==> config.mk <==
export PLATFORM = sky130hd
export DESIGN_NAME = ccprc_top
export DESIGN_NICKNAME = d
export VERILOG_FILES = /design/src/rtl/ccprc_pkg.sv /design/src/rtl/ccprc_divider.sv /design/src/rtl/ccprc_top.sv
export SDC_FILE = /design/constraint.sdc
export NUM_CORES = 1
export LEC_CHECK = 0
export ABC_AREA = 0
export BUFFER_PORTS_ARGS = -buffer_cell sky130_fd_sc_hd__buf_4
export CAP_MARGIN = 40
export CORE_AREA = 2 2 73 75
export DETAILED_ROUTE_END_ITERATION = 10
export DIE_AREA = 0 0 75 77
export PLACE_DENSITY_LB_ADDON = 0.05
export SKIP_CTS_REPAIR_TIMING = 1
export SLEW_MARGIN = 5
export SYNTH_ARGS = -nofsm -noshare
export SYNTH_HDL_FRONTEND = slang
export SYNTH_SLANG_ARGS = --single-unit
==> constraint.sdc <==
create_clock -name clk -period 3.85 [get_ports clk]
set_input_delay 0.9625 -clock clk [delete_from_list [all_inputs] [get_ports clk]]
set_output_delay 0.9625 -clock clk [all_outputs]
set_load 0.05 [all_outputs]
==> src/rtl/ccprc_pkg.sv <==
// Summary of operation
// - Start-ratio pins pick 8, 32 or 16 ratio
// - Wait 4096 input clocks, then core runs
// - Reset pin outputs unless control bit 0 set
// - New multiplier and divider accepted only in run state
// - Oscillator is 2 x multiplier; core divides it
// - Post-divider is 2, 4, 8 or 16; 2 in reset
// - Multiplier comes from start-ratio pins during reset
// - Input divide enable halves the PLL input
// - Memory, core and serial ports use derived clock
// - Running reset spares PLL, SDRAM, no boot
package ccprc_pkg;
   localparam logic [3:0] ADDR_POWER_MANAGEMENT_CONTROL        = 4'h0;
   localparam logic [3:0] ADDR_RUNRST_CTL   = 4'h1;
   localparam logic [3:0] ADDR_STATUS       = 4'h2;
   localparam logic [3:0] ADDR_RUNRST_CMD   = 4'h3;
   localparam int         MULT_W            = 7;
   localparam int         POWER_MANAGEMENT_CONTROL_MULT_LSB    = 0;
   localparam int         POWER_MANAGEMENT_CONTROL_DIV_LSB     = 7;
   localparam int         POWER_MANAGEMENT_CONTROL_INPUT_DIVIDE_ENABLE_BIT   = 9;
   localparam int         RUNRST_EN_BIT     = 0;
   localparam logic [1:0] RATIO_8           = 2'h0;
   localparam logic [1:0] RATIO_32          = 2'h1;
   localparam logic [1:0] RATIO_16          = 2'h2;
   localparam logic [1:0] DIV_SEL_RESET     = 2'h0;
   localparam int         LOCK_CYCLES       = 4096;
   localparam int         CNT_W             = 13;
   localparam int         RUNRST_PULSE      = 4;
   typedef enum logic [1:0] {ccprc_st_reset, ccprc_st_lock, ccprc_st_run} ccprc_state_t;
endpackage

==> src/rtl/ccprc_divider.sv <==
`timescale 1ns/10ps
`default_nettype none
// Divides clk by 1,2,4 or 8 (half of the post-divider 2,4,8 or 16) to make the core clock enable
module ccprc_divider (
   input  wire logic       clk,
   input  wire logic       reset_n,
   input  wire logic [1:0] div_sel,
   output logic            core_tick
);
   logic [3:0] cnt_q;
   logic [3:0] cnt_d;
   wire  [3:0] limit = 4'h1 << div_sel; // Half of 2,4,8,16
   wire        wrap  = (cnt_q >= limit - 4'h1);
   assign cnt_d = wrap ? 4'h0 : cnt_q + 4'h1;
   // Tick once per divider period; range change mid-count wraps safely via >=
   always_ff @(posedge clk) begin
      if (!reset_n) begin
         cnt_q     <= 4'h0;
         core_tick <= 1'b0;
      end else begin
         cnt_q     <= cnt_d;
         core_tick <= wrap;
      end
   end
endmodule
`default_nettype wire

==> src/rtl/ccprc_top.sv <==
`timescale 1ns/10ps
`default_nettype none
// Start-up clock and reset sequencer; clk stands for the input clock
module ccprc_top #(
   parameter int LOCK_CYCLES = ccprc_pkg::LOCK_CYCLES
) (
   input  wire logic        clk,
   input  wire logic        reset_n,
   input  wire logic [1:0]  start_ratio_pins,
   input  wire logic [2:0]  boot_select_pins,
   input  wire logic        reset_pin_in,
   output logic             reset_pin_out,
   output logic             reset_pin_oe,
   input  wire logic [3:0]  addr,
   input  wire logic [31:0] wdata,
   input  wire logic        wr,
   input  wire logic        rd,
   output logic [31:0]      rdata,
   output logic             core_run,
   output logic             core_reset_n,
   output logic             periph_reset_n,
   output logic             boot_req,
   output logic [2:0]       boot_mode,
   output logic [ccprc_pkg::MULT_W-1:0] pll_multiplier,
   output logic [4:0]       pll_post_divider,
   output logic             input_divide_enable,
   output logic [8:0]       oscillator_ratio,
   output logic             core_tick
);
   // Strap decode, used to load the multiplier in the reset state
   function automatic logic [ccprc_pkg::MULT_W-1:0] ratio_mult(input logic [1:0] r);
      case (r)
         ccprc_pkg::RATIO_8:  ratio_mult = 7'h04;
         ccprc_pkg::RATIO_32: ratio_mult = 7'h10;
         ccprc_pkg::RATIO_16: ratio_mult = 7'h08;
         default:             ratio_mult = 7'h04; // Reserved code falls back to slowest
      endcase
   endfunction

   ccprc_pkg::ccprc_state_t state_q;
   ccprc_pkg::ccprc_state_t state_d;
   logic [ccprc_pkg::CNT_W-1:0]  lock_cnt_q;
   logic [ccprc_pkg::MULT_W-1:0] mult_q;
   logic [1:0]                   div_q;
   logic                         input_divide_enable_q;
   logic                         runrst_en_q;
   logic [2:0]                   runrst_cnt_q;
   logic                         run_reset_q;
   logic                         boot_req_q;
   logic [2:0]                   boot_mode_q;
   logic [1:0]                   input_divide_enable_ph_q;
   wire                          raw_tick;

   // Register map, all words 32 bits wide
   // Offset 0: PLL settings, writable only once running
   //    Bits 6:0 multiplier, 8:7 divider code, 9 input halving
   //    Divider codes 0..3 select 2, 4, 8 and 16
   //    Writes before the run state are dropped on purpose
   //    Reason: straps own the multiplier until lock ends
   // Offset 1: running reset control, bit 0 only
   //    Clear: reset pin is driven as an output
   //    Set: pin becomes an input, low asks for running reset
   //    Writable in any state, survives running reset
   // Offset 2: status, read only
   //    Bit 7 running reset active
   //    Bits 6:4 boot mode caught at release
   //    Bits 3:2 live strap levels, not a stored copy
   //    Bits 1:0 sequencer state
   // Offset 3: write bit 0 high for a software running reset
   //    Reads of this offset return zero
   // Unmapped offsets read zero and ignore writes
   //
   // Start-up sequence after hard reset release
   //    One cycle in reset state, straps sampled there
   //    Then a fixed lock wait, counted in input clocks
   //    Then run: core, peripherals and tick enabled
   //    Boot request pulses once, at the end of the wait
   // Limitation: straps must hold through the reset state
   //    A strap change later is seen only in status
   //
   // Running reset
   //    Requested by the pin when enabled, or by command
   //    Only honoured in the run state
   //    Stretched by a short counter after the request ends
   //    Drops core, peripheral resets and core run
   //    Leaves PLL settings, boot mode and sequencer alone
   //    No boot request follows it
   //
   // Clocking model
   //    The oscillator and PLL are modelled as enables
   //    The divider child makes one raw tick per period
   //    Input halving passes every other raw tick
   //    Trade-off: no real clock edges, so no glitch risk
   //    Software keeps multiplier products within range
   //
   // Reset pin
   //    Level is low until the run state is reached
   //    Output enable follows the control bit only
   //    The board pull-up holds it high when released

   // Register decode
   wire in_run     = (state_q == ccprc_pkg::ccprc_st_run);
   wire wr_power_management_control   = wr && addr == ccprc_pkg::ADDR_POWER_MANAGEMENT_CONTROL && in_run;
   wire wr_rrctl   = wr && addr == ccprc_pkg::ADDR_RUNRST_CTL;
   wire wr_rrcmd   = wr && addr == ccprc_pkg::ADDR_RUNRST_CMD && wdata[0];
   wire lock_done  = (lock_cnt_q == LOCK_CYCLES[ccprc_pkg::CNT_W-1:0] - 13'h0001);
   wire run_req    = (runrst_en_q && !reset_pin_in) || wr_rrcmd;
   wire [31:0] power_management_control_rd = {22'h0, input_divide_enable_q, div_q, mult_q};

   // Sequencer: reset, lock wait, run
   always_comb begin
      state_d = state_q;
      case (state_q)
         ccprc_pkg::ccprc_st_reset: state_d = ccprc_pkg::ccprc_st_lock;
         ccprc_pkg::ccprc_st_lock:  if (lock_done) state_d = ccprc_pkg::ccprc_st_run;
         ccprc_pkg::ccprc_st_run:   state_d = ccprc_pkg::ccprc_st_run;
         default:                   state_d = ccprc_pkg::ccprc_st_reset;
      endcase
   end

   always_ff @(posedge clk) begin
      if (!reset_n) begin
         state_q    <= ccprc_pkg::ccprc_st_reset;
         lock_cnt_q <= '0;
      end else begin
         state_q    <= state_d;
         lock_cnt_q <= (state_q == ccprc_pkg::ccprc_st_lock) ? lock_cnt_q + 13'h0001 : '0;
      end
   end

   // PLL settings: straps while in reset, software afterwards
   always_ff @(posedge clk) begin
      if (!reset_n) begin
         mult_q  <= 7'h04;
         div_q   <= ccprc_pkg::DIV_SEL_RESET;
         input_divide_enable_q <= 1'b0;
      end else if (state_q == ccprc_pkg::ccprc_st_reset) begin
         mult_q  <= ratio_mult(start_ratio_pins);
      end else if (wr_power_management_control) begin
         mult_q  <= wdata[ccprc_pkg::POWER_MANAGEMENT_CONTROL_MULT_LSB +: ccprc_pkg::MULT_W];
         div_q   <= wdata[ccprc_pkg::POWER_MANAGEMENT_CONTROL_DIV_LSB +: 2];
         input_divide_enable_q <= wdata[ccprc_pkg::POWER_MANAGEMENT_CONTROL_INPUT_DIVIDE_ENABLE_BIT];
      end
   end

   // Boot mode caught at release; running reset never re-requests boot
   always_ff @(posedge clk) begin
      if (!reset_n) begin
         boot_req_q  <= 1'b0;
         boot_mode_q <= 3'h0;
      end else begin
         if (state_q == ccprc_pkg::ccprc_st_reset)
            boot_mode_q <= boot_select_pins; // Straps assumed stable here
         boot_req_q <= (state_q == ccprc_pkg::ccprc_st_lock) && lock_done;
      end
   end

   // Running reset: pin or command stretches a pulse to core and peripherals only
   always_ff @(posedge clk) begin
      if (!reset_n) begin
         runrst_en_q  <= 1'b0;
         runrst_cnt_q <= 3'h0;
         run_reset_q  <= 1'b0;
      end else begin
         if (wr_rrctl)
            runrst_en_q <= wdata[ccprc_pkg::RUNRST_EN_BIT];
         if (in_run && run_req)
            runrst_cnt_q <= 3'(ccprc_pkg::RUNRST_PULSE);
         else if (runrst_cnt_q != 3'h0)
            runrst_cnt_q <= runrst_cnt_q - 3'h1;
         run_reset_q <= in_run && (run_req || runrst_cnt_q != 3'h0);
      end
   end

   // Input halving stage: phase flips per raw tick, so even periods still halve
   always_ff @(posedge clk) begin
      if (!reset_n)
         input_divide_enable_ph_q <= 2'h0;
      else
         input_divide_enable_ph_q <= input_divide_enable_ph_q + {1'b0, raw_tick};
   end

   // Read data, valid one cycle after the read strobe
   always_ff @(posedge clk) begin
      if (!reset_n)
         rdata <= 32'h0;
      else if (rd) begin
         case (addr)
            ccprc_pkg::ADDR_POWER_MANAGEMENT_CONTROL:      rdata <= power_management_control_rd;
            ccprc_pkg::ADDR_RUNRST_CTL: rdata <= {31'h0, runrst_en_q};
            ccprc_pkg::ADDR_STATUS:     rdata <= {24'h0, run_reset_q, boot_mode_q,
                                                  start_ratio_pins, state_q};
            default:                    rdata <= 32'h0;
         endcase
      end else
         rdata <= 32'h0;
   end

   ccprc_divider ccprc_divider_inst (
      .clk       (clk),
      .reset_n   (reset_n),
      .div_sel   (div_q),
      .core_tick (raw_tick)
   );

   // Outputs; core clocks (memory, core, serial ports) share core_tick
   assign core_tick           = raw_tick && in_run && (!input_divide_enable_q || input_divide_enable_ph_q[0]);
   assign core_run            = in_run && !run_reset_q;
   assign core_reset_n        = in_run && !run_reset_q;
   assign periph_reset_n      = in_run && !run_reset_q;
   assign boot_req            = boot_req_q;
   assign boot_mode           = boot_mode_q;
   assign pll_multiplier      = mult_q;
   assign pll_post_divider    = 5'h02 << div_q;
   assign input_divide_enable = input_divide_enable_q;
   assign oscillator_ratio    = {1'b0, mult_q, 1'b0}; // 2 x multiplier
   assign reset_pin_out       = in_run; // Low until the run state is reached
   assign reset_pin_oe        = !runrst_en_q;
endmodule
`default_nettype wire

## Yosys cells after proc, flatten, opt, wreduce, memory -nomap -nowiden

Cells that the tools add are included.

- Add/subtract/negate cells: 5
- Multipliers: 0
- Divide/modulo/power cells: 0
- Order comparisons: 1
- Eq/ne operators: 9
- Shift-type cells: 2
- Mux-type cells: 8
- Bitwise logic cells: 2
- Reduce and logical (&&, ||, !) cells: 29

Operators with widths:

| kind | number |
|---|---|
| $pmux 10 s3 | 1 |
| $mux 7 | 2 |
| $add 13x1->13 const B | 1 |
| $eq 13x12->1 const B | 1 |
| $logic_and 1x1->1 | 12 |
| $pmux 5 s2 | 1 |
| $eq 4x2->1 const B | 2 |
| $mux 3 | 2 |
| $pmux 2 s3 | 1 |
| $reduce_and 2->1 | 3 |
| $shl 2x2->5 const A | 1 |
| $add 4x1->4 const B | 1 |
| $eq 2x1->1 const B | 2 |
| $eq 2x2->1 const B | 2 |
| $eq 4x1->1 const B | 1 |
| $ge 4x4->1 | 1 |
| $logic_not 1->1 | 4 |
| $logic_not 4->1 | 1 |
| $reduce_bool 2->1 | 2 |
| $reduce_or 2->1 | 2 |
| $shl 1x2->4 const A | 1 |
| $sub 4x1->4 const B | 1 |
| $logic_or 1x1->1 | 3 |
| $reduce_bool 3->1 | 1 |
| 6 further kinds | 7 |

- Register bits: 73
- Bits in latches: 0
- RAM bits: 0
- ROM bits: 0
- Input bits: 46
- Output and inout bits: 64
- Word-level logic and storage cells: 71
- Memories kept: 0

## Logic depth before layout (Yosys ltp)

- Word-level depth: 6
- Depth in mapped cells: 6
- Gate-level depth less buffers: 6

## Hierarchy

A second synthesis with hierarchy kept.

- Cells, all modules: 277
- Area, all modules: 2,507.4 sq um

By module, submodules not included:

| module | times used | cells an instance | area an instance (sq um) | sequential area each (sq um) |
|---|---|---|---|---|
| ccprc_top | 1 | 248 | 2,230.9 | 900.9 |
| ccprc_divider | 1 | 29 | 276.5 | 100.1 |

## Worst setup path after synthesis

OpenSTA, ideal clock, no wires.

- Kind: register -> output
- Start point: reg state_q[0]
- End point: out core_run
- Data arrival time: 2,154 ps
- Data required time: 2,888 ps
- Path slack: 733 ps
- Cell stages (with the launch flop): 5
- Buffers on the path: 1
- Cells stage by stage: dfxtp_1 -> inv_1 -> ha_1 -> nor2b_1 -> buf_4

- Cells in the longest elaborated chain, start to end: 2

RTL lines:

| element | RTL line | source |
|---|---|---|
| start: declaration | ccprc_top.sv:40 | `ccprc_pkg::ccprc_state_t state_q;` |
| start signal: assignment | ccprc_top.sv:123 | `state_q <= ccprc_pkg::ccprc_st_reset;` |
| start signal: assignment | ccprc_top.sv:126 | `state_q <= state_d;` |
| $eq 2x2->1 | ccprc_top.sv:102 | `wire in_run = (state_q == ccprc_pkg::ccprc_st_run);` |
| named net reset_pin_out | ccprc_top.sv:12 | `output logic reset_pin_out,` |
| $logic_and 1x1->1 | - |  |
| end: declaration | ccprc_top.sv:19 | `output logic core_run,` |

The timed path passes the listed nets, and every way through them passes these cells.

## Worst setup path after layout

- Start point: reg state_q[0]
- End point: out core_reset_n

- Cells in the longest elaborated chain, start to end: 2

RTL lines:

| element | RTL line | source |
|---|---|---|
| $eq 2x2->1 | ccprc_top.sv:102 |  |
| $logic_and 1x1->1 | ccprc_top.sv:209 | `assign core_reset_n = in_run && !run_reset_q;` |
| end: declaration | ccprc_top.sv:20 | `output logic core_reset_n,` |

Every way passes these cells.

==> results.json <==
{
  "antenna_left": 0,
  "post-route-min-period_ns": 2.55,
  "worst_ep_arrival_time_ns": 1.59,
  "drtIter0Drc": 91,
  "die_w_um": 75,
  "layout-drive-gt1-share": 0.220,
  "fin_total_pwr_mw": 1.41,
  "synth_warnings": 0,
  "post-place-ws_ns": 1.17,
  "worst_slew_pin_slew_ns": 0.876,
  "core.rowCount": 26,
  "slew_headroom": 0.414,
  "drv_slew": 0,
  "cp-start-kind": "register",
  "drt_pass1_iterations": 6,
  "post-route-period-util": 0.663,
  "cts_num_sinks": 50,
  "yosysSeqAreaShare": 0.405,
  "io_buffers": 62,
  "crit_path_top_delay_cell": "ha_1",
  "synth_cells": 285,
  "grt_pass1_vias": 1694,
  "ys_types": 39,
  "layout_setup_ws_ns": 1.30,
  "synthAdderAreaFrac": 0.0658,
  "holdCritPathClass": "reg -> reg",
  "crit_path_max_fanout": 8,
  "drt_wl_total_mm": 4.87,
  "cts_buffer_depth": 2,
  "outcome": "finished clean",
  "p_per_area_nw_per_um2": 486,
  "clock.fmax_ghz": 0.392,
  "io_pins": 110,
  "fillers": 501,
  "synthSimpleGateAreaFrac": 0.214,
  "grt_overflow_total": 0,
  "clk_latency_ns": 0.30,
  "viasPerCell": 4.68,
  "rsz0062_at_grt": "false",
  "globalplace.congestion": 0.740,
  "synth_compound_area_frac": 0.0850,
  "ir_worst_vdd_uv": 350,
  "final_hold_viol_count": 0,
  "cp_data_required_time_ns": 2.89,
  "p_leak_nw": 1.27,
  "grt_usage": 0.172,
  "synth_mux_area_frac": 0.0364,
  "grt_pass1_wl_mm": 7.75,
  "grt_max_degree": 31,
  "crit_type": "reg -> out",
  "area_delta_synth_final_pct": 17.6,
  "htreeDepth": 2,
  "syn_area_per_cell_um2": 8.67,
  "max_cap_violations": 0,
  "route.detailed.drc": 0,
  "path_cells": "inv_1 -> ha_1 -> nor2b_1 -> buf_4",
  "initial_utilization": 0.497,
  "core-area_um2": 4980,
  "synth_top_family_by_area": "simple AND/OR/NAND/NOR gates",
  "ys_ff_latch": 50,
  "slowest_delay_ns": 0.35,
  "setup_viol": 0,
  "n_antenna_cell": 0,
  "vias": 1904,
  "dieArea_um2": 5780,
  "wire_per_inst_um": 12.0,
  "numCtsBuffers": 5,
  "die_h_um": 77,
  "finalSetupTns_ns": 0,
  "fin_nets": 396,
  "clock_skew_ns": 0.0106,
  "dp_hpwl_mm": 3.57,
  "cts-root-buf": "clkbuf_8",
  "antenna_found_initial": 0,
  "cp-end-kind": "output port",
  "clk_pin_slew_ns": 0.08,
  "synth-xor-area-share": 0.0461,
  "synth_area_um2": 2470,
  "cts_tree": "built"
}
## power breakdown
part           internal, mW  switching [mW]
clock network         0.126           0.162
registers             0.559          0.0354
logic                 0.162           0.368
total                 0.846           0.566
## per-stage QoR
step | cells | instance area, um^2 | hold slack (ns) | utilization
6_report | 407 | 2910 | 0.471 | 0.584
5_1_grt | 407 | 2910 | 0.497 | 0.584
4_1_cts | 407 | 2910 | 0.478 | 0.584
3_5_place_dp | 400 | 2830 | 0.458 | 0.569
3_3_place_gp | 400 | 2830 | 0.447 | 0.569
2_1_floorplan | 309 | 2560 | 0.430 | -
## layout make-up
| type | count | area (um^2) | share of cell area |
|---|---|---|---|
| well taps | 70 | 87.6 | 0.0301 |
| clock buffers | 7 | 76.3 | 0.0262 |
| repair buffers | 62 | 465 | 0.160 |
| flip-flops and latches | 50 | 1000 | 0.344 |
| inverters | 21 | 78.8 | 0.0271 |
| multi-input cells | 197 | 1200 | 0.412 |
## cells in the final DEF (no fill, tap or decap), types with 4 or more instances in the layout
cell / count
o21ai_0: 4
and3_1: 5
dfxtp_1: 50
xnor2_1: 8
ha_1: 13
o21ai_1: 6
inv_1: 21
nand2_1: 30
nor2b_1: 7
nor4_1: 4
buf_4: 62
xor2_1: 5
conb_1: 25
a21oi_1: 9
a22oi_1: 7
nand3_1: 9
mux2i_1: 9
clkbuf_8: 5
nor2_1: 30
## sequential cells by signal (all words and copies together) (netlist names)
| signal | cells |
|---|---|
| rdata | 10 |
| lock_cnt_q | 13 |
| input_divide_enable_ph_q | 1 |
| boot_req | 1 |
| div_q | 2 |
| runrst_en_q | 1 |
| ccprc_divider_inst.cnt_q | 4 |
| runrst_cnt_q | 3 |
| boot_mode | 3 |
| state_q | 2 |
| ccprc_divider_inst.core_tick | 1 |
| pll_multiplier | 7 |
| run_reset_q | 1 |
| input_divide_enable | 1 |
## critical path: cells and delay by family, from the launching register on
family                     cells  cell delay, ns
buffers and inverters          2            0.33
DFF                            1            0.34
adders and majority gates      1            0.35
and+or+nand+nor                1            0.27
## synthesized netlist by cell type
| master | n | area (um^2) |
|---|---|---|
| nand4_2 | 1 | 12.5 |
| or4_1 | 1 | 7.51 |
| xnor2_1 | 8 | 70.1 |
| a22oi_1 | 7 | 52.6 |
| a21boi_1 | 1 | 7.51 |
| o21ai_0 | 4 | 20.0 |
| nor4_1 | 4 | 25.0 |
| o21ai_1 | 6 | 30.0 |
| dfxtp_1 | 50 | 1000 |
| nor3_1 | 2 | 10.0 |
| nand3_2 | 2 | 20.0 |
| nand2_1 | 30 | 113 |
| or2_1 | 2 | 12.5 |
| nor4b_2 | 1 | 15.0 |
| o41ai_2 | 1 | 16.3 |
| buf_4 | 34 | 255 |
| a31oi_1 | 2 | 12.5 |
| nand2b_1 | 2 | 12.5 |
| nand4_1 | 1 | 6.26 |
| buf_2 | 2 | 10.0 |
| mux2i_1 | 9 | 90.1 |
| or3_1 | 2 | 12.5 |
| a221oi_1 | 1 | 8.76 |
| and3_1 | 5 | 31.3 |
| nand3_1 | 9 | 45.0 |
| and2_1 | 2 | 12.5 |
| conb_1 | 1 | 3.75 |
| o211ai_1 | 1 | 7.51 |
| inv_1 | 21 | 78.8 |
| and4_1 | 1 | 8.76 |
| o311a_1 | 1 | 10.0 |
| clkbuf_1 | 5 | 18.8 |
| nor2_1 | 30 | 113 |
| xor2_1 | 5 | 43.8 |
| nor2b_1 | 7 | 43.8 |
| nor4_4 | 1 | 21.3 |
| a21oi_1 | 9 | 45.0 |
| ha_1 | 13 | 163 |
| nor2_2 | 1 | 6.26 |
## kinds of logic (layout without fill, tap and decap cells)
| family | after synthesis | in the layout |
|---|---|---|
| AOI/OAI and AO/OA | 33 | 33 |
| xor gates and xnor gates | 13 | 13 |
| adders and majority gates | 13 | 13 |
| buffers and inverters | 62 | 90 |
| DFF | 50 | 50 |
| muxes | 9 | 9 |
| other | 1 | 25 |
| and+or+nand+nor | 104 | 104 |
## worst paths after layout
kind,startpoint,endpoint,slack (ns),depth (start not counted)
setup / recovery,state_q[0],core_reset_n,1.30,4
hold / removal,ccprc_divider_inst.cnt_q[0],ccprc_divider_inst.cnt_q[0],0.47,1
setup reg to reg,state_q[0],pll_multiplier[2],2.26,5
hold reg to reg,ccprc_divider_inst.cnt_q[0],ccprc_divider_inst.cnt_q[0],0.47,1
## routing by layer
metal,share of wire,track usage,vias up
li1,-,-,988
met1,0.45,0.217,864
met2,0.48,0.282,50
met3,0.056,0.0539,2
met4,0.0055,0.0429,0
met5,0,0,-
Note: power is estimated with default switching activity, not from simulation.
